**config.mk**
```make
export PLATFORM = sky130hd
export DESIGN_NAME = usbc_engine_cfg
export DESIGN_NICKNAME = d
export VERILOG_FILES = /design/src/usbc_pkg.sv /design/src/usbc_engine_cfg.sv /design/src/usbc_ep_mem.sv
export VERILOG_INCLUDE_DIRS = /design/src
export SDC_FILE = /design/constraint.sdc
export NUM_CORES = 1
export LEC_CHECK = 0
export ABC_AREA = 1
export BUFFER_PORTS_ARGS = -buffer_cell sky130_fd_sc_hd__buf_2
export CAP_MARGIN = 15
export CORE_MARGIN = 4
export CORE_UTILIZATION = 45
export CTS_CLUSTER_DIAMETER = 40
export DETAILED_ROUTE_END_ITERATION = 16
export HOLD_SLACK_MARGIN = 0.08
export PLACE_DENSITY_LB_ADDON = 0.2
export SLEW_MARGIN = 30
export SYNTH_ARGS = -nofsm -noshare
export SYNTH_HDL_FRONTEND = slang
export SYNTH_SLANG_ARGS = --single-unit
```
**constraint.sdc**
```tcl
create_clock -name pclk -period 2 [get_ports pclk]
set_input_delay 0.1 -clock pclk [delete_from_list [all_inputs] [get_ports pclk]]
set_output_delay 0.1 -clock pclk [all_outputs]
set_load 0.02 [all_outputs]
```
**src/usbc_consts.svh**
```systemverilog
/*
 usbc_consts.svh - register indices, field positions, reset values and
 timing figures of the serial engine configuration block.
 Assumes inclusion by bare name from the top module and the bench.
*/
`ifndef USBC_CONSTS_SVH
`define USBC_CONSTS_SVH

// register indices; byte address on the bus is index * 4
`define USBC_IDX_CFG   16'h7F98
`define USBC_IDX_CTL2  16'h7FA9
`define USBC_IDX_CMD   16'h7FAA
`define USBC_IDX_FRL   16'h7FB0
`define USBC_IDX_FRH   16'h7FB1
`define USBC_IDX_IST   16'h7FB2
`define USBC_IDX_ICL   16'h7FB3
`define USBC_IDX_IEN   16'h7FB4
`define USBC_IDX_EPS   16'h7FB5
`define USBC_IDX_EPV   16'h7FB6
`define USBC_ALIGN     2'h0

// reset values
`define USBC_CFG_RST   8'h40
`define USBC_CTL2_RST  8'h00

// configuration register bits
`define USBC_CFG_FULL_SPEED_ENABLE  7
`define USBC_CFG_ERST  6
`define USBC_CFG_FRST  5
`define USBC_CFG_EXT   4
`define USBC_CFG_SUSP  3
`define USBC_CFG_RSM   2
`define USBC_CFG_RSMD  1
`define USBC_CFG_BRST  0
`define USBC_CFG_WLO   2

// control register 2 bits
`define USBC_CTL2_BOS  2

// frame count: bit 2 of the high byte is bit 10 of the count
`define USBC_FR_TOP    10

// interrupt status bits
`define USBC_IRQ_RSM   0
`define USBC_IRQ_BRST  1

// endpoint control nibble: [1:0] handshake mode, [2] toggle, [3] iso
`define USBC_EPF_TOG   2
`define USBC_EPF_ISO   3
`define USBC_MODE_OFF  2'h0
`define USBC_MODE_NAK  2'h3

// endpoint command fields
`define USBC_CMD_DIR   7
`define USBC_CMD_HI    6
`define USBC_CMD_LO    4

// isochronous limits in bytes
`define USBC_ISO_FULL  11'h3FF
`define USBC_ISO_SMALL 11'h0F8
`define USBC_ISO_MID   11'h1F8
`define USBC_ISO_HDR   11'h008
`define USBC_ISO_NOHDR 11'h000

// bus reset: least time of 32 full-speed bit times, rounded up
`define USBC_SE0_BITS  32
`define USBC_FS_KHZ    12000
`define USBC_PCLK_KHZ  20000
`define USBC_SE0_CYC \
	((`USBC_SE0_BITS * `USBC_PCLK_KHZ + `USBC_FS_KHZ - 1) / `USBC_FS_KHZ)

`endif

```
**src/usbc_pkg.sv**
```systemverilog
/*
 usbc_pkg.sv - types of the serial engine configuration block.
 Assumes usbc_consts.svh is on the include path.
*/
`default_nettype none

package usbc_pkg;

	// sequencer for accesses that go through the endpoint memory
	typedef enum logic [1:0] {
		PH_IDLE,
		PH_FETCH,
		PH_DONE,
		PH_SETUP
	} usbc_phase_t;

	// whole state of the top module
	typedef struct packed {
		logic [7:0]  cfg;
		logic [7:0]  ctl2;
		logic [7:0]  cmd;
		logic [10:0] frame;
		logic [4:0]  frame_ext;
		logic [1:0]  irq_stat;
		logic [1:0]  irq_en;
		logic        resume_seen;
		logic [6:0]  se0_cnt;
		logic [1:0]  dp_sync;
		logic [1:0]  dm_sync;
		logic        pend_setup;
		logic [3:0]  pend_ep;
		logic [3:0]  work_ep;
		logic [3:0]  ep_sel;
		usbc_phase_t phase;
		logic [31:0] prdata;
	} usbc_state_t;

	// endpoint memory request
	typedef struct packed {
		logic       we;
		logic [3:0] addr;
		logic [7:0] wdata;
	} usbc_mem_req_t;

	// isochronous packet limit
	typedef struct packed {
		logic [10:0] total;
		logic [10:0] data;
	} usbc_iso_t;

endpackage

`default_nettype wire

```
**src/usbc_engine_cfg.sv**
```systemverilog
/*
 usbc_engine_cfg.sv - configuration and control of the serial engine:
 APB register slave, frame count, line monitor, endpoint commands.
 Assumes APB master on pclk, engine strobes on pclk, line pins async.
*/
// What this block does
// - frame reset clears count bits 10-0, not extension; engine reset bit
// - extended enable widens frame count to 16
// - extension disabled: high bits 7-3 read zero
// - extension counts falls of high bit 2
// - suspend-force puts engine in suspend
// - resume-force drives resume signalling on line
// - resume seen in suspend: flag, interrupt
// - SE0 for 32 bit times: flag, interrupt
// - busy-on-setup marks enabled directions busy
// - without busy-on-setup, setup changes nothing
// - iso limit code selects packet size
// - nonzero codes include eight-byte header
// - command write changes one endpoint field
// - command bit 7 selects transmit or receive
// - command codes: modes, toggle, iso
`default_nettype none
`include "usbc_consts.svh"

module usbc_engine_cfg
	import usbc_pkg::*;
(
	input  wire logic        pclk,
	input  wire logic        presetn,
	input  wire logic        pclken,
	input  wire logic        psel,
	input  wire logic        penable,
	input  wire logic        pwrite,
	input  wire logic [17:0] paddr,
	input  wire logic [31:0] pwdata,
	output logic      [31:0] prdata,
	output logic             pready,
	output logic             pslverr,
	input  wire logic        dp_in,
	input  wire logic        dm_in,
	output logic             dp_out,
	output logic             dp_oe,
	output logic             dm_out,
	output logic             dm_oe,
	input  wire logic        sof_valid,
	input  wire logic [10:0] sof_frame,
	input  wire logic        setup_rx,
	input  wire logic [3:0]  setup_ep,
	output logic             full_speed_enable,
	output logic             engine_reset,
	output logic             engine_suspend,
	output usbc_iso_t        iso_limit,
	output logic             irq
);

	localparam int SE0_CYC = `USBC_SE0_CYC;
	localparam logic [6:0] SE0_LIM = 7'(SE0_CYC);

	if (SE0_CYC < 1 || SE0_CYC > 127) begin : g_chk
		$error("usbc_engine_cfg: bus reset count does not fit");
	end

	usbc_state_t   r;
	usbc_state_t   n;
	usbc_mem_req_t mreq;
	logic [7:0]    mrd;
	logic [15:0]   idx;
	logic          acc;
	logic          slow;
	logic          se0;
	logic          kstate;
	logic          busrst;
	logic          brst_ev;
	logic          rsm_ev;
	logic          wr_fast;
	logic          wr_cfg;

	// true for an aligned address that holds a register
	function automatic logic mapped(input logic [17:0] a);
		logic [15:0] i;
		i = a[17:2];
		mapped = (a[1:0] == `USBC_ALIGN) &&
			(i == `USBC_IDX_CFG || i == `USBC_IDX_CTL2 ||
			 i == `USBC_IDX_CMD || i == `USBC_IDX_FRL ||
			 i == `USBC_IDX_FRH || i == `USBC_IDX_IST ||
			 i == `USBC_IDX_ICL || i == `USBC_IDX_IEN ||
			 i == `USBC_IDX_EPS || i == `USBC_IDX_EPV);
	endfunction

	// read value of every register that answers without the memory
	function automatic logic [7:0] read_reg(input logic [15:0] i,
			input usbc_state_t s, input logic brst);
		case (i)
			`USBC_IDX_CFG: read_reg = {s.cfg[7:`USBC_CFG_WLO],
				s.resume_seen, brst};
			`USBC_IDX_CTL2: read_reg = s.ctl2;
			`USBC_IDX_CMD: read_reg = s.cmd;
			`USBC_IDX_FRL: read_reg = s.frame[7:0];
			`USBC_IDX_FRH: read_reg = {s.frame_ext, s.frame[10:8]};
			`USBC_IDX_IST: read_reg = {6'h00, s.irq_stat};
			`USBC_IDX_IEN: read_reg = {6'h00, s.irq_en};
			`USBC_IDX_EPS: read_reg = {4'h0, s.ep_sel};
			default: read_reg = 8'h00;
		endcase
	endfunction

	// one endpoint command applied to one direction nibble
	function automatic logic [3:0] cmd_nib(input logic [3:0] nib,
			input logic [2:0] c);
		cmd_nib = nib;
		if (!c[2]) begin
			cmd_nib[1:0] = c[1:0];
		end else if (!c[1]) begin
			cmd_nib[`USBC_EPF_TOG] = c[0];
		end else begin
			cmd_nib[`USBC_EPF_ISO] = c[0];
		end
	endfunction

	// command applied to the half picked by the direction bit
	function automatic logic [7:0] apply_cmd(input logic [7:0] cur,
			input logic [7:0] cmd);
		logic [2:0] c;
		c = cmd[`USBC_CMD_HI:`USBC_CMD_LO];
		apply_cmd = cur;
		if (cmd[`USBC_CMD_DIR]) begin
			apply_cmd[7:4] = cmd_nib(cur[7:4], c);
		end else begin
			apply_cmd[3:0] = cmd_nib(cur[3:0], c);
		end
	endfunction

	// a direction that is not disabled becomes busy
	function automatic logic [3:0] busy_nib(input logic [3:0] nib);
		busy_nib = nib;
		if (nib[1:0] != `USBC_MODE_OFF) begin
			busy_nib[1:0] = `USBC_MODE_NAK;
		end
	endfunction

	// isochronous size from the limit code
	function automatic usbc_iso_t iso_of(input logic [1:0] code);
		usbc_iso_t v;
		case (code)
			2'h0: v.total = `USBC_ISO_FULL;
			2'h2: v.total = `USBC_ISO_MID;
			default: v.total = `USBC_ISO_SMALL;
		endcase
		v.data = v.total - ((code == 2'h0) ?
			`USBC_ISO_NOHDR : `USBC_ISO_HDR);
		iso_of = v;
	endfunction

	// decode of the bus request
	assign idx     = paddr[17:2];
	assign acc     = psel && penable;
	assign slow    = mapped(paddr) && ((pwrite && idx == `USBC_IDX_CMD) ||
		(!pwrite && idx == `USBC_IDX_EPV));
	assign pready  = !slow || (r.phase == PH_DONE);
	assign pslverr = acc && !mapped(paddr);
	assign wr_fast = acc && pwrite && !slow && mapped(paddr);
	assign wr_cfg  = wr_fast && (idx == `USBC_IDX_CFG);

	// line state from the second synchroniser stage only
	assign se0    = !r.dp_sync[1] && !r.dm_sync[1];
	assign kstate = !r.dp_sync[1] && r.dm_sync[1];
	assign busrst = (r.se0_cnt == SE0_LIM);
	assign brst_ev = se0 && (r.se0_cnt == SE0_LIM - 7'h01);
	assign rsm_ev = kstate && r.cfg[`USBC_CFG_SUSP] &&
		!r.cfg[`USBC_CFG_RSM] && !r.resume_seen;

	usbc_ep_mem #(
		.WIDTH (8),
		.DEPTH (16)
	) u_mem (
		.pclk    (pclk),
		.presetn (presetn),
		.pclken  (pclken),
		.we      (mreq.we),
		.addr    (mreq.addr),
		.wdata   (mreq.wdata),
		.rdata   (mrd)
	);

	// next state of the whole block
	always_comb begin
		n    = r;
		mreq = '0;

		// two-stage synchronisers for the line pins
		n.dp_sync = {r.dp_sync[0], dp_in};
		n.dm_sync = {r.dm_sync[0], dm_in};

		// SE0 duration, saturating at the bus reset count
		if (!se0) begin
			n.se0_cnt = 7'h00;
		end else if (!busrst) begin
			n.se0_cnt = r.se0_cnt + 7'h01;
		end

		// resume seen while suspended, held until suspend is left
		if (rsm_ev) begin
			n.resume_seen = 1'b1;
		end else if (!r.cfg[`USBC_CFG_SUSP]) begin
			n.resume_seen = 1'b0;
		end

		// frame count from the engine, extension on falls of bit 10
		if (sof_valid) begin
			n.frame = sof_frame;
			if (r.cfg[`USBC_CFG_EXT] && r.frame[`USBC_FR_TOP] &&
					!sof_frame[`USBC_FR_TOP]) begin
				n.frame_ext = r.frame_ext + 5'h01;
			end
		end
		if (r.cfg[`USBC_CFG_FRST]) begin
			n.frame = 11'h000;
		end
		if (!r.cfg[`USBC_CFG_EXT]) begin
			n.frame_ext = 5'h00;
		end

		// read data of fast registers taken in the setup cycle
		if (psel && !penable && !pwrite) begin
			n.prdata = {24'h000000, read_reg(idx, r, busrst)};
		end

		// plain register writes
		if (wr_fast) begin
			case (idx)
				`USBC_IDX_CFG: n.cfg[7:`USBC_CFG_WLO] =
					pwdata[7:`USBC_CFG_WLO];
				`USBC_IDX_CTL2: n.ctl2 = pwdata[7:0];
				`USBC_IDX_ICL: n.irq_stat = r.irq_stat & ~pwdata[1:0];
				`USBC_IDX_IEN: n.irq_en = pwdata[1:0];
				`USBC_IDX_EPS: n.ep_sel = pwdata[3:0];
				default: n.ep_sel = r.ep_sel;
			endcase
		end

		// events set status after any clear, so set wins
		if (rsm_ev) begin
			n.irq_stat[`USBC_IRQ_RSM] = 1'b1;
		end
		if (brst_ev) begin
			n.irq_stat[`USBC_IRQ_BRST] = 1'b1;
		end

		// endpoint memory sequencer
		case (r.phase)
			PH_IDLE: begin
				if (acc && slow) begin
					mreq.addr = pwrite ? pwdata[3:0] : r.ep_sel;
					n.phase   = PH_FETCH;
				end else if (r.pend_setup) begin
					mreq.addr    = r.pend_ep;
					n.work_ep    = r.pend_ep;
					n.pend_setup = 1'b0;
					n.phase      = PH_SETUP;
				end
			end
			PH_FETCH: begin
				if (pwrite) begin
					mreq.we    = 1'b1;
					mreq.addr  = pwdata[3:0];
					mreq.wdata = apply_cmd(mrd, pwdata[7:0]);
					n.cmd      = pwdata[7:0];
				end else begin
					n.prdata = {24'h000000, mrd};
				end
				n.phase = PH_DONE;
			end
			PH_DONE: begin
				n.phase = PH_IDLE;
			end
			PH_SETUP: begin
				if (r.ctl2[`USBC_CTL2_BOS]) begin
					mreq.we    = 1'b1;
					mreq.addr  = r.work_ep;
					mreq.wdata = {busy_nib(mrd[7:4]), busy_nib(mrd[3:0])};
				end
				n.phase = PH_IDLE;
			end
			default: begin
				n.phase = PH_IDLE;
			end
		endcase

		// setup from the engine waits its turn; set wins over take
		if (setup_rx) begin
			n.pend_setup = 1'b1;
			n.pend_ep    = setup_ep;
		end
	end

	// state register, frozen while the clock enable is low
	always_ff @(posedge pclk or negedge presetn) begin
		if (!presetn) begin
			r     <= '0;
			r.cfg <= `USBC_CFG_RST;
			r.ctl2 <= `USBC_CTL2_RST;
		end else if (pclken) begin
			r <= n;
		end
	end

	// outputs straight from state
	assign prdata            = r.prdata;
	assign full_speed_enable = r.cfg[`USBC_CFG_FULL_SPEED_ENABLE];
	assign engine_reset      = r.cfg[`USBC_CFG_ERST];
	assign engine_suspend    = r.cfg[`USBC_CFG_SUSP];
	assign dp_out            = 1'b0;
	assign dm_out            = r.cfg[`USBC_CFG_RSM];
	assign dp_oe             = r.cfg[`USBC_CFG_RSM];
	assign dm_oe             = r.cfg[`USBC_CFG_RSM];
	assign iso_limit         = iso_of(r.ctl2[1:0]);
	assign irq               = |(r.irq_stat & r.irq_en);
endmodule // usbc_engine_cfg

`default_nettype wire

```
**src/usbc_ep_mem.sv**
```systemverilog
/*
 usbc_ep_mem.sv - endpoint control store, one word per endpoint,
 registered read data, one port. Assumes a single clock with enable.
*/
`default_nettype none

module usbc_ep_mem #(
	parameter int WIDTH = 8,
	parameter int DEPTH = 16
) (
	input  wire logic                     pclk,
	input  wire logic                     presetn,
	input  wire logic                     pclken,
	input  wire logic                     we,
	input  wire logic [$clog2(DEPTH)-1:0] addr,
	input  wire logic [WIDTH-1:0]         wdata,
	output logic      [WIDTH-1:0]         rdata
);

	if (DEPTH < 2 || WIDTH < 1) begin : g_chk
		$error("usbc_ep_mem: bad geometry");
	end

	logic [DEPTH-1:0][WIDTH-1:0] mem;

	// reset leaves every endpoint disabled
	always_ff @(posedge pclk or negedge presetn) begin
		if (!presetn) begin
			mem   <= '0;
			rdata <= '0;
		end else if (pclken) begin
			if (we) begin
				mem[addr] <= wdata;
			end
			rdata <= mem[addr];
		end
	end

endmodule // usbc_ep_mem

`default_nettype wire

```
==> metrics.cfg <==
[detailed_routing]
vias=11100
vias_per_cell=5.18
drc_errors=0
drt-wirelength-per-cell_microns=16.4
dr.first_iter.drc_count=855
drt_wl_total_mm=35.2
dr.pass1.iters=5
ant_nets=0

[yosys]
yosysWarnings=0
ys_ff_latch=237
synth_top_family_by_area=simple AND/OR/NAND/NOR gates
muxShareOfSynthArea_pct=0
synth_top_area_share_pct=49.4
synth_compound_area_share_pct=12.4
synth_edf_count=0
ys_seq_area_share_pct=49.6
async_reset_ff_share_pct=100
synth_common_cells=465 x nand2_1, 236 x dfrtp_1, 170 x nor2_1
ys.flop_type=dfrtp_1
syn_avg_cell_area_sq_um=7.71
synth-simple-area-share_pct=27.0
yosysUniqueCellTypes=42
synth_fa_ha_area_share_pct=0.418
syn_inst=1552
yosysTopAreaCell=dfrtp_1
synth-xor-area-share_pct=0.146
post-synth-top-count-cell=nand2_1
syn-cell-area_sq_um=12000
synth.top_cells.by_area=dfrtp_1 49%, nand2_1 15%, o21ai_0 5.5%

[clocking]
cts.sink_count=237
cts_tree=built
cts_buffers=40
cts-root-buf=clkbuf_16
clk_transition_reported_paths_ns=0.05
htreeDepth=2
clock_latency_ns=0.51
clock_path_buffers=3

[hold_path]
hp-class=input pin to async pin

[floorplanning]
placementRows=59
coreArea_sq_um=26100
ios=139
die_h_microns=171
start_util_pct=45.8
die_w_microns=171
dieArea_sq_um=29300

[grt]
grt_pass1_wl_mm=56.7
grt_overflow=0
grt_max_degree=53
grt_usage_pct=23.8
grt_pass1_vias=10800
grt_antenna_before_repair=0

[critical_path]
crit_top_cell=nor2_4
cp.arrival_ns=2.50
path_cells=buf_8, inv_2, nand2_2, nor2_4, nand3_4, nor2_4, nor2_4, nor2_4, nand4_4, buf_6, nor2_4, nor2_2, nor2_2, inv_2, nor2_4, clkinv_4, nor2_4, buf_12, nor2_1, a21oi_2
worstPathRequired_ns=2.42
path_class=input pin to flop
cp-start-kind=input pin
slowest_stage=nor2_4
cpPeakStageDelay_ns=0.20
end_kind=flop
cp_max_fo=8

[timing]
hold_violations=0
drv_slew=0
skew_ns=0.0162
layout_setup_ws_ns=-0.0816
tightest_slew_ns=0.600
setup_viol=51
fin_crit_ns=2.08
min_period_over_period_pct=104
max_clock_freq_mhz=480
relSlewSlack_pct=60.0
rsz0062_at_grt=yes

[placed_design]
gp_congestion=0.881
placedCellCount=2004
hpwl_mm=23.5
io_buffers=102
preCtsSetupSlack_ns=-0.617

[power_and_ir_drop]
powerDensity_nw_per_um2=1110
finalPower_uw=18300
irDropWorstVdd_v=0.000659
p_leak_uw=0.00809

[cells_and_area]
final_cell_count_no_fill=2151
area_growth_pct=37.4
drive_gt1_share_pct=27.5
fin_util_pct=62.9
diodes=0
nets=1866

[flow_run]
max_cap_viol_count=0

[run_status]
violations=setup timing
status=finished with violations

-- cells by family (layout without fill, tap and decap cells) --
family	after synthesis	count (layout)
other	2	12
xor gates and xnor gates	2	2
adders and majority gates	4	4
and+or+nand+nor	771	772
buffers and inverters	258	511
AOI/OAI and AO/OA	278	278
DFF	237	237
-- critical path: cells and delay by family --
family / cells / cell delay, ns
buffers and inverters: 6 / 0.72
AO/OA/AOI/OAI: 1 / 0.09
AND/OR/NAND/NOR: 13 / 1.57
-- through the flow --
stage	hold slack [ns]	area [sq um]	TNS, ns
floorplan	-0.196	12200	-14.31
global placement	0.0512	13600	-60.19
detailed placement	0.0462	13600	-63.20
CTS	0.117	16000	-0.170
global route	0.143	16400	-15.72
finish	0.105	16400	-1.54
-- area by class of cell --
type	count	area, sq um
Clock buffer	50	1110
Multi-Input combinational cell	1068	5420
Inverter	138	546
Clock inverter	21	278
Tap cell	335	419
Timing Repair Buffer	302	2730
Fill cell	2212	9690
Sequential cell	237	5930
-- what timing repair did --
item                                    in CTS  in global routing
cloned                                       4                  3
hold endpoints to repair                   285                  0
hold buffers                                37                  0
endpoints found under the setup margin     136                160
pin swaps                                   42                 29
setup buffers                               17                 15
resized for setup                           98                 88
-- layer usage --
layer  wire length [microns]  GRT usage (%)  vias up
met3                    2050           2.70       61
met1                   16200           34.8     5333
met2                   16200           38.3      347
li1                        -              -     5391
met5                       0              0        -
met4                     739           5.86        0
-- power breakdown --
| part | internal, uW | switching [uW] |
|---|---|---|
| combinational | 2230 | 3050 |
| clock | 4700 | 2340 |
| sequential | 5500 | 451 |
| total | 12400 | 5840 |
-- state kept, by name (all words and copies together), names as in the netlist, named ones only --
signal and count:
dm_oe 1, engine_reset 1, engine_suspend 1, full_speed_enable 1, n 2, prdata 24
r 63, u_mem.mem 128, u_mem.rdata 8
-- path summary, 6_finish.rpt --
check,from,end,slack [ns],cells after the start
worst max-delay path,paddr[8],u_mem.mem[79],-0.08,20
worst min-delay path,presetn,r[69],0.11,2
worst max register to register,r[32],u_mem.mem[79],-0.08,14
worst min register to register,u_mem.mem[71],u_mem.mem[71],0.48,2
max in group asynchronous,presetn,r[33],1.16,3
min in group pclk,pclken,r[33],0.16,4
-- cells in the final DEF (no fill, tap or decap), drive strengths merged --
master       count
a22oi            2
inv            139
and3             1
nor2           189
nor4             1
o32ai            1
dfrtp          236
a21oi           93
nand2          470
conb            12
dfstp            1
nand3b           1
bufinv           6
buf            264
dlygate4sd3     37
o31ai            2
o22ai            9
clkinv          11
nand4            9
o211ai           4
nor3b            3
a221oi           4
ha               4
clkbuf          51
a221o            2
o221ai           5
o21ai          156
nor3            12
nand3           86
xor2             2
clkinvlp         3
Note: power is estimated with default switching activity, not from simulation.
